--- config.mk ---
export PLATFORM = sky130hd
export DESIGN_NAME = psau_top
export DESIGN_NICKNAME = d
export VERILOG_FILES = /design/src/rtl/psau_pkg.sv /design/src/rtl/psau_addr_gen.sv /design/src/rtl/psau_lane_mux.sv /design/src/rtl/psau_top.sv
export VERILOG_INCLUDE_DIRS = /design/src /design/src/rtl
export SDC_FILE = /design/constraint.sdc
export NUM_CORES = 1
export LEC_CHECK = 0
export ABC_AREA = 1
export BUFFER_PORTS_ARGS = -buffer_cell sky130_fd_sc_hd__buf_2
export CORE_UTILIZATION = 45
export DETAILED_ROUTE_END_ITERATION = 8
export HOLD_SLACK_MARGIN = 0.06
export PLACE_DENSITY = 0.81
export SLEW_MARGIN = 20
export SYNTH_ARGS = -nofsm -noshare
export SYNTH_HDL_FRONTEND = slang
export SYNTH_SLANG_ARGS = --single-unit
--- constraint.sdc ---
create_clock -name ref_clk -period 13.2 [get_ports ref_clk]
set_input_delay 0.66 -clock ref_clk [delete_from_list [all_inputs] [get_ports ref_clk]]
set_output_delay 0.66 -clock ref_clk [all_outputs]
set_load 0.01 [all_outputs]
--- src/rtl/psau_defines.svh ---
`ifndef PSAU_DEFINES_SVH
`define PSAU_DEFINES_SVH

// register offsets on the plain register port
`define PSAU_REG_TABLE_PAGE  4'h0
`define PSAU_REG_REMAP_PAGE  4'h1
`define PSAU_REG_WIN_CTRL    4'h2
`define PSAU_REG_STATUS      4'h3

// reset values
`define PSAU_TABLE_PAGE_RST  8'h00
`define PSAU_REMAP_PAGE_RST  8'h00
`define PSAU_WIN_EN_RST      1'b0

// field positions
`define PSAU_WIN_EN_BIT      0
`define PSAU_STAT_TBL_BUSY   0
`define PSAU_STAT_WIN_BUSY   1
`define PSAU_STAT_REJ_LSB    8
`define PSAU_CFG_BIT         7

// page codes
`define PSAU_EE_TBL_PAGE     8'h7F
`define PSAU_REMAP_PROG_PAGE 8'h00
`define PSAU_REMAP_EE_PAGE   8'hFF
`define PSAU_ID_PAGE         8'hFF

// program counter step per program word
`define PSAU_PC_STEP         23'h000002

`endif

--- src/rtl/psau_pkg.sv ---
package psau_pkg;

  // table operation codes from the core
  typedef enum logic [1:0] {
    PSAU_OP_RD_LOW,
    PSAU_OP_RD_HIGH,
    PSAU_OP_WR_LOW,
    PSAU_OP_WR_HIGH
  } psau_op_e;

  // sequencer states
  typedef enum logic [2:0] {
    PSAU_ST_IDLE,
    PSAU_ST_T_ISSUE,
    PSAU_ST_T_DATA,
    PSAU_ST_T_WRITE,
    PSAU_ST_W_F1,
    PSAU_ST_W_F2,
    PSAU_ST_W_DATA
  } psau_state_e;

endpackage

--- src/rtl/psau_addr_gen.sv ---
`include "psau_defines.svh"

module psau_addr_gen
  import psau_pkg::*;
(
  // page registers
  input  wire logic [7:0]  table_page_select,
  input  wire logic [7:0]  remap_page_select,
  // effective addresses
  input  wire logic [15:0] tbl_ea,
  input  wire logic [15:0] ds_ea,
  // formed program addresses
  output logic      [23:0] tbl_addr,
  output logic      [23:0] win_addr,
  // region decode
  output logic             tbl_cfg,
  output logic             tbl_ee,
  output logic             tbl_impl,
  output logic             win_ee
);

  assign tbl_addr = {table_page_select, tbl_ea};
  assign tbl_cfg  = table_page_select[`PSAU_CFG_BIT];
  assign tbl_ee   = (table_page_select == `PSAU_EE_TBL_PAGE);
  // in config space only the id page is implemented
  assign tbl_impl = !tbl_cfg || (table_page_select == `PSAU_ID_PAGE);
  // page then low 15 bits; top bit zero; bit 15 from page bit 0
  // each page value picks a 16K-word page
  assign win_addr = {1'b0, remap_page_select, ds_ea[14:0]};
  assign win_ee   = (remap_page_select == `PSAU_REMAP_EE_PAGE);

endmodule

--- src/rtl/psau_lane_mux.sv ---
module psau_lane_mux (
  // operation shape
  input  wire logic        hi_op,
  input  wire logic        byte_mode,
  input  wire logic        bsel,
  input  wire logic        zero,
  // program word in, data word out
  input  wire logic [23:0] word,
  output logic      [15:0] data
);

  // lane selection for table reads
  always_comb begin
    data = 16'h0000;
    if (zero) begin
      data = 16'h0000;
    end else if (!hi_op && !byte_mode) begin
      data = word[15:0];
    end else if (!hi_op) begin
      // byte of low word to low lane
      data = {8'h00, (bsel ? word[15:8] : word[7:0])};
    end else if (!byte_mode) begin
      data = {8'h00, word[23:16]};
    end else begin
      data = {8'h00, (bsel ? 8'h00 : word[23:16])};
    end
  end

endmodule

--- src/rtl/psau_top.sv ---
// Behaviour
// - table address is page over effective address
// - page bit 7 picks config space
// - window address is page plus 15 bits
// - each window page is 16K words
// - window address bit 23 always zero
// - window bit 15 comes from page bit 0
// - window path is read-only, low word only
// - program counter steps by two per word
// - table ops need no alignment, config reads allowed
// - low word read returns bits 15:0
// - low byte read picks byte by select
// - high word read returns upper byte, zero-extended
// - high byte read with select one is zero
// - only high table ops touch upper byte
// - low table ops reach eeprom, high ops not
// - config writes dropped, reads only implemented areas
// - window read costs one extra cycle
// - window waits while table op runs
//
// The implementer's own choices: the address-and-strobe port and the register addresses.
`include "psau_defines.svh"

module psau_top
  import psau_pkg::*;
(
  // clock and reset
  input  wire logic        ref_clk,
  input  wire logic        rst,
  // register port
  input  wire logic [3:0]  reg_addr,
  input  wire logic [15:0] reg_wdata,
  input  wire logic        reg_wr,
  input  wire logic        reg_rd,
  output logic      [15:0] reg_rdata,
  // table operation request
  input  wire logic        tbl_req,
  input  wire logic [1:0]  tbl_op,
  input  wire logic        tbl_byte,
  input  wire logic [15:0] tbl_ea,
  input  wire logic [15:0] tbl_wdata,
  output logic             tbl_ready,
  output logic             tbl_done,
  output logic      [15:0] tbl_rdata,
  // data-space access
  input  wire logic        ds_req,
  input  wire logic        ds_we,
  input  wire logic [15:0] ds_ea,
  output logic             ds_hit,
  output logic             ds_wait,
  output logic             ds_done,
  output logic      [15:0] ds_rdata,
  // instruction fetch counter
  input  wire logic        pc_load,
  input  wire logic [22:0] pc_load_val,
  input  wire logic        fetch_adv,
  output logic      [23:0] fetch_addr,
  // program memory read port, data one cycle after strobe
  output logic             mem_rd,
  output logic      [23:0] mem_addr,
  output logic             mem_ee,
  input  wire logic [23:0] mem_rdata,
  // write holding latches
  output logic             latch_wr,
  output logic      [23:0] latch_addr,
  output logic      [23:0] latch_wdata,
  output logic      [2:0]  latch_be,
  output logic             latch_ee
);

  // software-visible registers
  logic [7:0]  table_page_select;   // table page
  logic [7:0]  remap_page_select;   // window page
  logic        win_en;              // window enable
  logic [7:0]  reject_cnt;          // rejected config writes

  // sequencer
  psau_state_e state;               // current state
  psau_state_e next_state;          // next state

  // request captured at take
  logic        op_high;             // high-byte operation
  logic        op_byte;             // byte mode
  logic        op_bsel;             // byte select
  logic        op_zero;             // read returns zero
  logic        next_op_zero;        // zero decision at take

  // decoded addresses
  logic [23:0] tbl_addr;            // table program address
  logic [23:0] win_addr;            // window program address
  logic        tbl_cfg;             // config space
  logic        tbl_ee;              // eeprom page
  logic        tbl_impl;            // implemented area
  logic        win_ee;              // window on eeprom
  logic [15:0] lane_data;           // mapped read data
  logic [22:0] pc_q;                // program counter

  // takes in the idle state
  logic        take_tbl;            // table op accepted
  logic        take_win;            // window read accepted
  logic        take_win_wr;         // window write dropped
  logic        wr_allowed;          // table write may proceed
  logic [2:0]  wr_be;               // lanes of a table write
  logic [23:0] wr_word;             // placed table write data

  // lanes of a write into the 24-bit word
  function automatic logic [2:0] psau_wr_lanes(input logic hi, input logic by,
                                               input logic bs);
    logic [2:0] be;
    be = 3'b000;
    // upper lane only from high ops
    if (hi) begin
      be = (by && bs) ? 3'b000 : 3'b100;
    end else if (by) begin
      be = bs ? 3'b010 : 3'b001;
    end else begin
      be = 3'b011;
    end
    return be;
  endfunction

  // data placed onto the write lanes
  function automatic logic [23:0] psau_wr_data(input logic hi, input logic by,
                                               input logic [15:0] d);
    logic [23:0] w;
    w = 24'h000000;
    if (hi) begin
      w = {d[7:0], 16'h0000};
    end else if (by) begin
      w = {8'h00, d[7:0], d[7:0]};
    end else begin
      w = {8'h00, d};
    end
    return w;
  endfunction

  // address formation
  psau_addr_gen u_addr (
    .table_page_select (table_page_select),
    .remap_page_select (remap_page_select),
    .tbl_ea            (tbl_ea),
    .ds_ea             (ds_ea),
    .tbl_addr          (tbl_addr),
    .win_addr          (win_addr),
    .tbl_cfg           (tbl_cfg),
    .tbl_ee            (tbl_ee),
    .tbl_impl          (tbl_impl),
    .win_ee            (win_ee)
  );

  // read lane mapping, fed straight from memory
  psau_lane_mux u_lane (
    .hi_op     (op_high),
    .byte_mode (op_byte),
    .bsel      (op_bsel),
    .zero      (op_zero),
    .word      (mem_rdata),
    .data      (lane_data)
  );

  // window hit on upper half of data space
  assign ds_hit = ds_req && ds_ea[15] && win_en;

  // table ops are accepted only when idle
  assign tbl_ready = (state == PSAU_ST_IDLE);
  assign take_tbl  = tbl_ready && tbl_req;

  // table requests win over the window
  assign take_win    = tbl_ready && !tbl_req && ds_hit && !ds_we && !ds_done;
  assign take_win_wr = tbl_ready && !tbl_req && ds_hit && ds_we && !ds_done;

  // hold the core while the window is blocked or busy
  assign ds_wait = ds_hit && !ds_done;

  // no table writes in config space
  assign wr_allowed = !tbl_cfg;
  assign wr_be      = psau_wr_lanes(tbl_op == PSAU_OP_WR_HIGH, tbl_byte,
                                    tbl_ea[0]);
  assign wr_word    = psau_wr_data(tbl_op == PSAU_OP_WR_HIGH, tbl_byte,
                                   tbl_wdata);

  // reads that never go to memory return zero
  always_comb begin
    next_op_zero = 1'b0;
    if (!tbl_impl) begin
      next_op_zero = 1'b1;
    end
    // high ops are not used on the eeprom
    if (tbl_ee && tbl_op == PSAU_OP_RD_HIGH) begin
      next_op_zero = 1'b1;
    end
  end

  // state transitions
  always_comb begin
    next_state = state;
    unique case (state)
      PSAU_ST_IDLE: begin
        if (take_tbl && (tbl_op == PSAU_OP_RD_LOW || tbl_op == PSAU_OP_RD_HIGH)) begin
          next_state = PSAU_ST_T_ISSUE;
        end else if (take_tbl) begin
          next_state = PSAU_ST_T_WRITE;
        end else if (take_win) begin
          next_state = PSAU_ST_W_F1;
        end
      end
      PSAU_ST_T_ISSUE: next_state = PSAU_ST_T_DATA;
      PSAU_ST_T_DATA:  next_state = PSAU_ST_IDLE;
      PSAU_ST_T_WRITE: next_state = PSAU_ST_IDLE;
      PSAU_ST_W_F1:    next_state = PSAU_ST_W_F2;
      PSAU_ST_W_F2:    next_state = PSAU_ST_W_DATA;
      PSAU_ST_W_DATA:  next_state = PSAU_ST_IDLE;
    endcase
  end

  // state register
  always_ff @(posedge ref_clk or posedge rst) begin
    if (rst) begin
      state <= PSAU_ST_IDLE;
    end else begin
      state <= next_state;
    end
  end

  // register writes from software
  always_ff @(posedge ref_clk or posedge rst) begin
    if (rst) begin
      table_page_select <= `PSAU_TABLE_PAGE_RST;
      remap_page_select <= `PSAU_REMAP_PAGE_RST;
      win_en            <= `PSAU_WIN_EN_RST;
    end else if (reg_wr) begin
      unique case (reg_addr)
        `PSAU_REG_TABLE_PAGE: table_page_select <= reg_wdata[7:0];
        // any value stored, only 00 and FF meaningful
        `PSAU_REG_REMAP_PAGE: remap_page_select <= reg_wdata[7:0];
        `PSAU_REG_WIN_CTRL:   win_en <= reg_wdata[`PSAU_WIN_EN_BIT];
        default: ;
      endcase
    end
  end

  // register reads, data one cycle after the strobe
  always_ff @(posedge ref_clk or posedge rst) begin
    if (rst) begin
      reg_rdata <= 16'h0000;
    end else if (reg_rd) begin
      unique case (reg_addr)
        `PSAU_REG_TABLE_PAGE: reg_rdata <= {8'h00, table_page_select};
        `PSAU_REG_REMAP_PAGE: reg_rdata <= {8'h00, remap_page_select};
        `PSAU_REG_WIN_CTRL:   reg_rdata <= {15'h0000, win_en};
        `PSAU_REG_STATUS: begin
          reg_rdata <= 16'h0000;
          reg_rdata[`PSAU_STAT_REJ_LSB +: 8] <= reject_cnt;
          reg_rdata[`PSAU_STAT_TBL_BUSY] <= (state == PSAU_ST_T_ISSUE) ||
                                            (state == PSAU_ST_T_DATA) ||
                                            (state == PSAU_ST_T_WRITE);
          reg_rdata[`PSAU_STAT_WIN_BUSY] <= (state == PSAU_ST_W_F1) ||
                                            (state == PSAU_ST_W_F2) ||
                                            (state == PSAU_ST_W_DATA);
        end
        // unmapped offsets read zero
        default: reg_rdata <= 16'h0000;
      endcase
    end else begin
      // data stands for one cycle only
      reg_rdata <= 16'h0000;
    end
  end

  // operation shape held for the lane mux
  always_ff @(posedge ref_clk or posedge rst) begin
    if (rst) begin
      op_high <= 1'b0;
      op_byte <= 1'b0;
      op_bsel <= 1'b0;
      op_zero <= 1'b0;
    end else if (take_tbl) begin
      op_high <= (tbl_op == PSAU_OP_RD_HIGH) || (tbl_op == PSAU_OP_WR_HIGH);
      op_byte <= tbl_byte;
      // byte select from address bit 0, no alignment trap
      op_bsel <= tbl_ea[0];
      op_zero <= next_op_zero;
    end else if (take_win) begin
      // window reads take the low word only
      op_high <= 1'b0;
      op_byte <= 1'b0;
      op_bsel <= 1'b0;
      op_zero <= 1'b0;
    end
  end

  // program memory read strobe and address
  always_ff @(posedge ref_clk or posedge rst) begin
    if (rst) begin
      mem_rd   <= 1'b0;
      mem_addr <= 24'h000000;
      mem_ee   <= 1'b0;
    end else if (take_tbl && (tbl_op == PSAU_OP_RD_LOW || tbl_op == PSAU_OP_RD_HIGH)) begin
      // config reads allowed; skip unimplemented areas
      mem_rd   <= !next_op_zero;
      mem_addr <= {tbl_addr[23:1], 1'b0};
      mem_ee   <= tbl_ee;
    end else if (take_win) begin
      mem_rd   <= 1'b1;
      mem_addr <= {win_addr[23:1], 1'b0};
      mem_ee   <= win_ee;
    end else if (state == PSAU_ST_W_F1) begin
      // second fetch of the same word
      mem_rd <= 1'b1;
    end else begin
      mem_rd <= 1'b0;
    end
  end

  // write holding latches
  always_ff @(posedge ref_clk or posedge rst) begin
    if (rst) begin
      latch_wr    <= 1'b0;
      latch_addr  <= 24'h000000;
      latch_wdata <= 24'h000000;
      latch_be    <= 3'b000;
      latch_ee    <= 1'b0;
    end else if (take_tbl && (tbl_op == PSAU_OP_WR_LOW || tbl_op == PSAU_OP_WR_HIGH)) begin
      // rejected writes leave the latch port idle
      latch_wr    <= wr_allowed && (wr_be != 3'b000) &&
                     !(tbl_ee && tbl_op == PSAU_OP_WR_HIGH);
      latch_addr  <= {tbl_addr[23:1], 1'b0};
      latch_wdata <= wr_word;
      latch_be    <= wr_be;
      latch_ee    <= tbl_ee;
    end else begin
      latch_wr <= 1'b0;
    end
  end

  // count rejected config writes, wraps
  always_ff @(posedge ref_clk or posedge rst) begin
    if (rst) begin
      reject_cnt <= 8'h00;
    end else if (take_tbl && !wr_allowed &&
                 (tbl_op == PSAU_OP_WR_LOW || tbl_op == PSAU_OP_WR_HIGH)) begin
      reject_cnt <= reject_cnt + 8'h01;
    end
  end

  // table completion and read data
  always_ff @(posedge ref_clk or posedge rst) begin
    if (rst) begin
      tbl_done  <= 1'b0;
      tbl_rdata <= 16'h0000;
    end else begin
      // write completes in fixed time, accepted or not
      tbl_done <= (state == PSAU_ST_T_DATA) || (state == PSAU_ST_T_WRITE);
      if (state == PSAU_ST_T_DATA) begin
        tbl_rdata <= lane_data;
      end
    end
  end

  // window completion and read data
  always_ff @(posedge ref_clk or posedge rst) begin
    if (rst) begin
      ds_done  <= 1'b0;
      ds_rdata <= 16'h0000;
    end else begin
      ds_done <= (state == PSAU_ST_W_DATA) || take_win_wr;
      if (state == PSAU_ST_W_DATA) begin
        ds_rdata <= mem_rdata[15:0];
      end
    end
  end

  // instruction fetch counter, bit 0 always clear
  always_ff @(posedge ref_clk or posedge rst) begin
    if (rst) begin
      pc_q <= 23'h000000;
    end else if (pc_load) begin
      pc_q <= {pc_load_val[22:1], 1'b0};
    end else if (fetch_adv) begin
      // two address units per program word
      pc_q <= pc_q + `PSAU_PC_STEP;
    end
  end

  // instruction space sits in user memory
  assign fetch_addr = {1'b0, pc_q};

endmodule

==> metrics.md <==
| Metric | Value |
|---|---|
| Antenna Violating Nets Remaining | `0` |
| DRC violation count after routing | `0` |
| Worst hold margin | `451 ps` |
| Endpoint of the most critical setup path | `mem_addr[23]` |
| Reg2reg start | `state[0]` |
| Final Max Tran Viols | `0` |
| Via count of the first global-routing pass | `6,945` |
| Power Internal | `1.25 mW` |
| Reported max-cap violation count | `0` |
| Actual slew at the worst max-slew pin | `979 ps` |
| Total design power | `2.00 mW` |
| Critical-path cell list | `nor2_4, nand3_4, nor2_4, inv_2, nand2_2, inv_2, nand2_1, o21ai_0` |
| CP Depth | `8` |
| Unrepaired setup endpoints after global routing | `false` |
| #FFs+latches synth | `181` |
| Area growth, synth to finish | `24.4%` |
| Initial Util | `0.460` |
| Via count | `7,731` |
| Share of synthesized area occupied by flip-flops and latches | `0.546` |
| Commonest non-fill, non-tap cells in the layout | `nand2_1, buf_2, dfrtp_1, o21ai_0, inv_1` |
| Latest clock arrival within the worst-skew pair | `420 ps` |
| Worst setup slack for register-to-register paths | `10,200 ps` |
| Final-stage net count | `1,396` |
| Critical path required time | `13,490 ps` |
| Overflow after GRT | `0` |
| Tmin final | `3000 ps` |
| Share of total power consumed by net switching | `0.373` |
| Reg clk slew, reported paths | `70 ps` |
| Worst reg2reg path depth | `8` |
| Number of input and output port buffers inserted | `268` |
| Worst setup skew after layout | `8.77 ps` |
| Post-layout util | `0.572` |
| Warnings, synthesis | `0` |
| Final Wtd Congestion | `0.919` |
| Number of instances resized during post-cts repair | `0` |
| Leading cell types by total area after synthesis | `dfrtp_1, nand2_1, o21ai_0, nand3_1, inv_1` |
| Synthesized cell area | `8300 sq um` |
| Cell area after layout | `10,300 sq um` |
| Maximum number of pins on one net before global-route repair | `113` |
| Buffers inserted by post-CTS timing repair | `0` |
| Die Span X | `138 um` |
| Switching power summed over all nets | `0.745 mW` |
| DIE AREA | `19,000 sq um` |
| Category of the critical setup timing path | `flop to flop` |
| Worst Setup Start Kind | `flop` |
| Part of the power in the clock network | `0.247` |
| Comb pwr share | `0.320` |
| H-tree levels | `4` |
| Critical-path cell with the highest stage delay | `nor2_4` |
| Slew Limit Headroom | `0.348` |
| Layout cell share with drive strength beyond 1 | `0.256` |
| Clock Tree Root | `clkbuf_16` |
| Most common cell after layout, fill and taps aside | `nand2_1` |
| Dominant synthesized flop cell | `dfrtp_1` |
| Post-DR wirelength/cell | `15.2 um` |
| Setup violators final | `0` |
| TritonCTS clock tree | `built` |
| Gate Count Post-Synth | `1,012` |
| First-pass DRT Iterations | `5` |
| CP Capture Type | `flop` |
| Family with the most delay on the worst path | `simple AND/OR/NAND/NOR gates` |
| Total routing usage reported by global routing | `0.239` |
| Instance area after placement | `9750 sq um` |
| Post-Synthesis Mean Instance Area | `8.20 sq um` |
| Count of unique library cells instantiated by Yosys | `35` |
| Inserted Clock Buffers | `17` |
| Pwr dens | `193 nW/um^2` |
| Source of the critical timing path | `state[0]` |
| Final sum of negative setup slack | `0 ps` |
| Arrival time of the worst setup path | `3290 ps` |
| Worst voltage drop across the vdd grid | `0.000111 V` |
| Area share of the leading cell type in the synthesized netlist | `0.546` |
| Number of synthesized flops with an enable pin | `0` |
| Outcome | `finished clean` |
| Global-route wire length before repair | `34.8 mm` |
| Detailed-route wire length | `23.0 mm` |
| Row cnt | `49` |
| Asr flop ratio synth | `1.00` |
| Vias/cell | `5.12` |
| Number of antenna violations at the first check in global routing | `1` |
| Buffer and inverter count on the worst path | `2` |
| Floorplan core area | `18,000 sq um` |
| Initial DRC Count | `382` |
| Critical path's largest stage delay | `590 ps` |
| Sink Count | `181` |
| I/O Pins | `283` |
| Die Y-Extent | `138 um` |
| Period utilisation layout | `0.228` |
| Number of buffers added to fix hold violations after cts | `0` |
| CTS max path bufs | `2` |
| Cell type contributing the most total cell area after synthesis | `dfrtp_1` |
| Hold Violations, Final | `0` |
| Achievable frequency | `333 MHz` |
| R2r endpoint | `mem_addr[23]` |
| Worst min-delay path category | `primary input to flop` |
| Flop pwr share | `0.433` |
| Leakage dissipation | `5.72 nW` |
| HPWL after detailed placement | `16.4 mm` |
| Largest driver fanout on the critical path | `30` |
## kinds of logic (layout without fill, tap and decap cells)
logic type / Yosys count / after routing / share of synthesized area
other cells: 1 / 5 / 0.000452
xor+xnor: 12 / 12 / 0.0127
simple gates: 544 / 544 / 0.267
fa+ha+maj: 2 / 2 / 0.00302
compound gates: 142 / 142 / 0.0961
mux: 7 / 7 / 0.00950
buf+inv: 123 / 388 / 0.0651
flops: 181 / 181 / 0.546
## flip-flops by register name, summed over array words and instances, names as in the netlist, 16 cells and up
signal and count:
pc_q 22, latch_wdata 24, tbl_rdata 16, reg_rdata 16, ds_rdata 16, mem_addr 23
latch_addr 23
## area by class of cell
class                           instances  area, sq um
Sequential cell                       181         4530
Inverter                               85          324
Antenna cell                            1         2.50
Timing Repair Buffer                  271         1360
Clock buffer                           20          447
Clock inverter                         12          120
Multi-Input combinational cell        711         3250
Tap cell                              229          287
Fill cell                            1647         7710
## cell usage after synthesis, types with 4 or more instances
| library cell | count |
|---|---|
| a21oi_1 | 10 |
| a22oi_1 | 16 |
| buf_2 | 12 |
| buf_4 | 9 |
| buf_6 | 4 |
| clkbuf_1 | 11 |
| dfrtp_1 | 181 |
| inv_1 | 78 |
| inv_2 | 5 |
| mux2_2 | 7 |
| nand2_1 | 401 |
| nand3_1 | 66 |
| nand4_1 | 7 |
| nor2_1 | 49 |
| nor3_1 | 9 |
| o21ai_0 | 92 |
| o21bai_1 | 4 |
| o22ai_1 | 5 |
| o31ai_1 | 9 |
| xor2_1 | 11 |
## metal layers
metal | part of all wire | GRT usage
met1 | 0.43 | 0.314
met2 | 0.47 | 0.387
met3 | 0.080 | 0.0486
met4 | 0.023 | 0.0882
met5 | 0 | 0
## power by group through the flow
stage	Clock, mW	Combinational (mW)	Sequential (mW)
after floorplan	0	0.309	0.925
after global routing	0.522	0.720	0.888
after detailed placement	0	0.644	0.870
after global placement	0	0.624	0.864
after CTS	0.501	0.646	0.862
final	0.493	0.638	0.864
## how the worst min path moves through the flow
stage | from | slack, ps | to | cells past startpoint
finish | tbl_ea[7] | 450 | latch_addr[7] | 3
global placement | mem_addr[14] | 450 | mem_addr[14] | 2
global route | tbl_ea[12] | 450 | latch_addr[12] | 3
floorplan | table_page_select[7] | 450 | latch_wr | 1
detailed placement | mem_addr[10] | 450 | mem_addr[10] | 2
CTS | pc_load_val[2] | 440 | pc_q[2] | 3
## per-stage QoR
stage,worst slack [ps],std cells
2_1_floorplan,7620,1015
5_1_grt,9810,1509
6_report,10200,1510
4_1_cts,10100,1509
3_3_place_gp,9960,1477
3_5_place_dp,9940,1477
## worst reg2reg max path, stage by stage (launching register included)
cell,delay [ps]
dfrtp_1,450
nor2_4,180
nand3_4,150
nor2_4,590
inv_2,400
nand2_2,530
inv_2,360
nand2_1,140
o21ai_0,80
(Power assumes the default switching activity.)
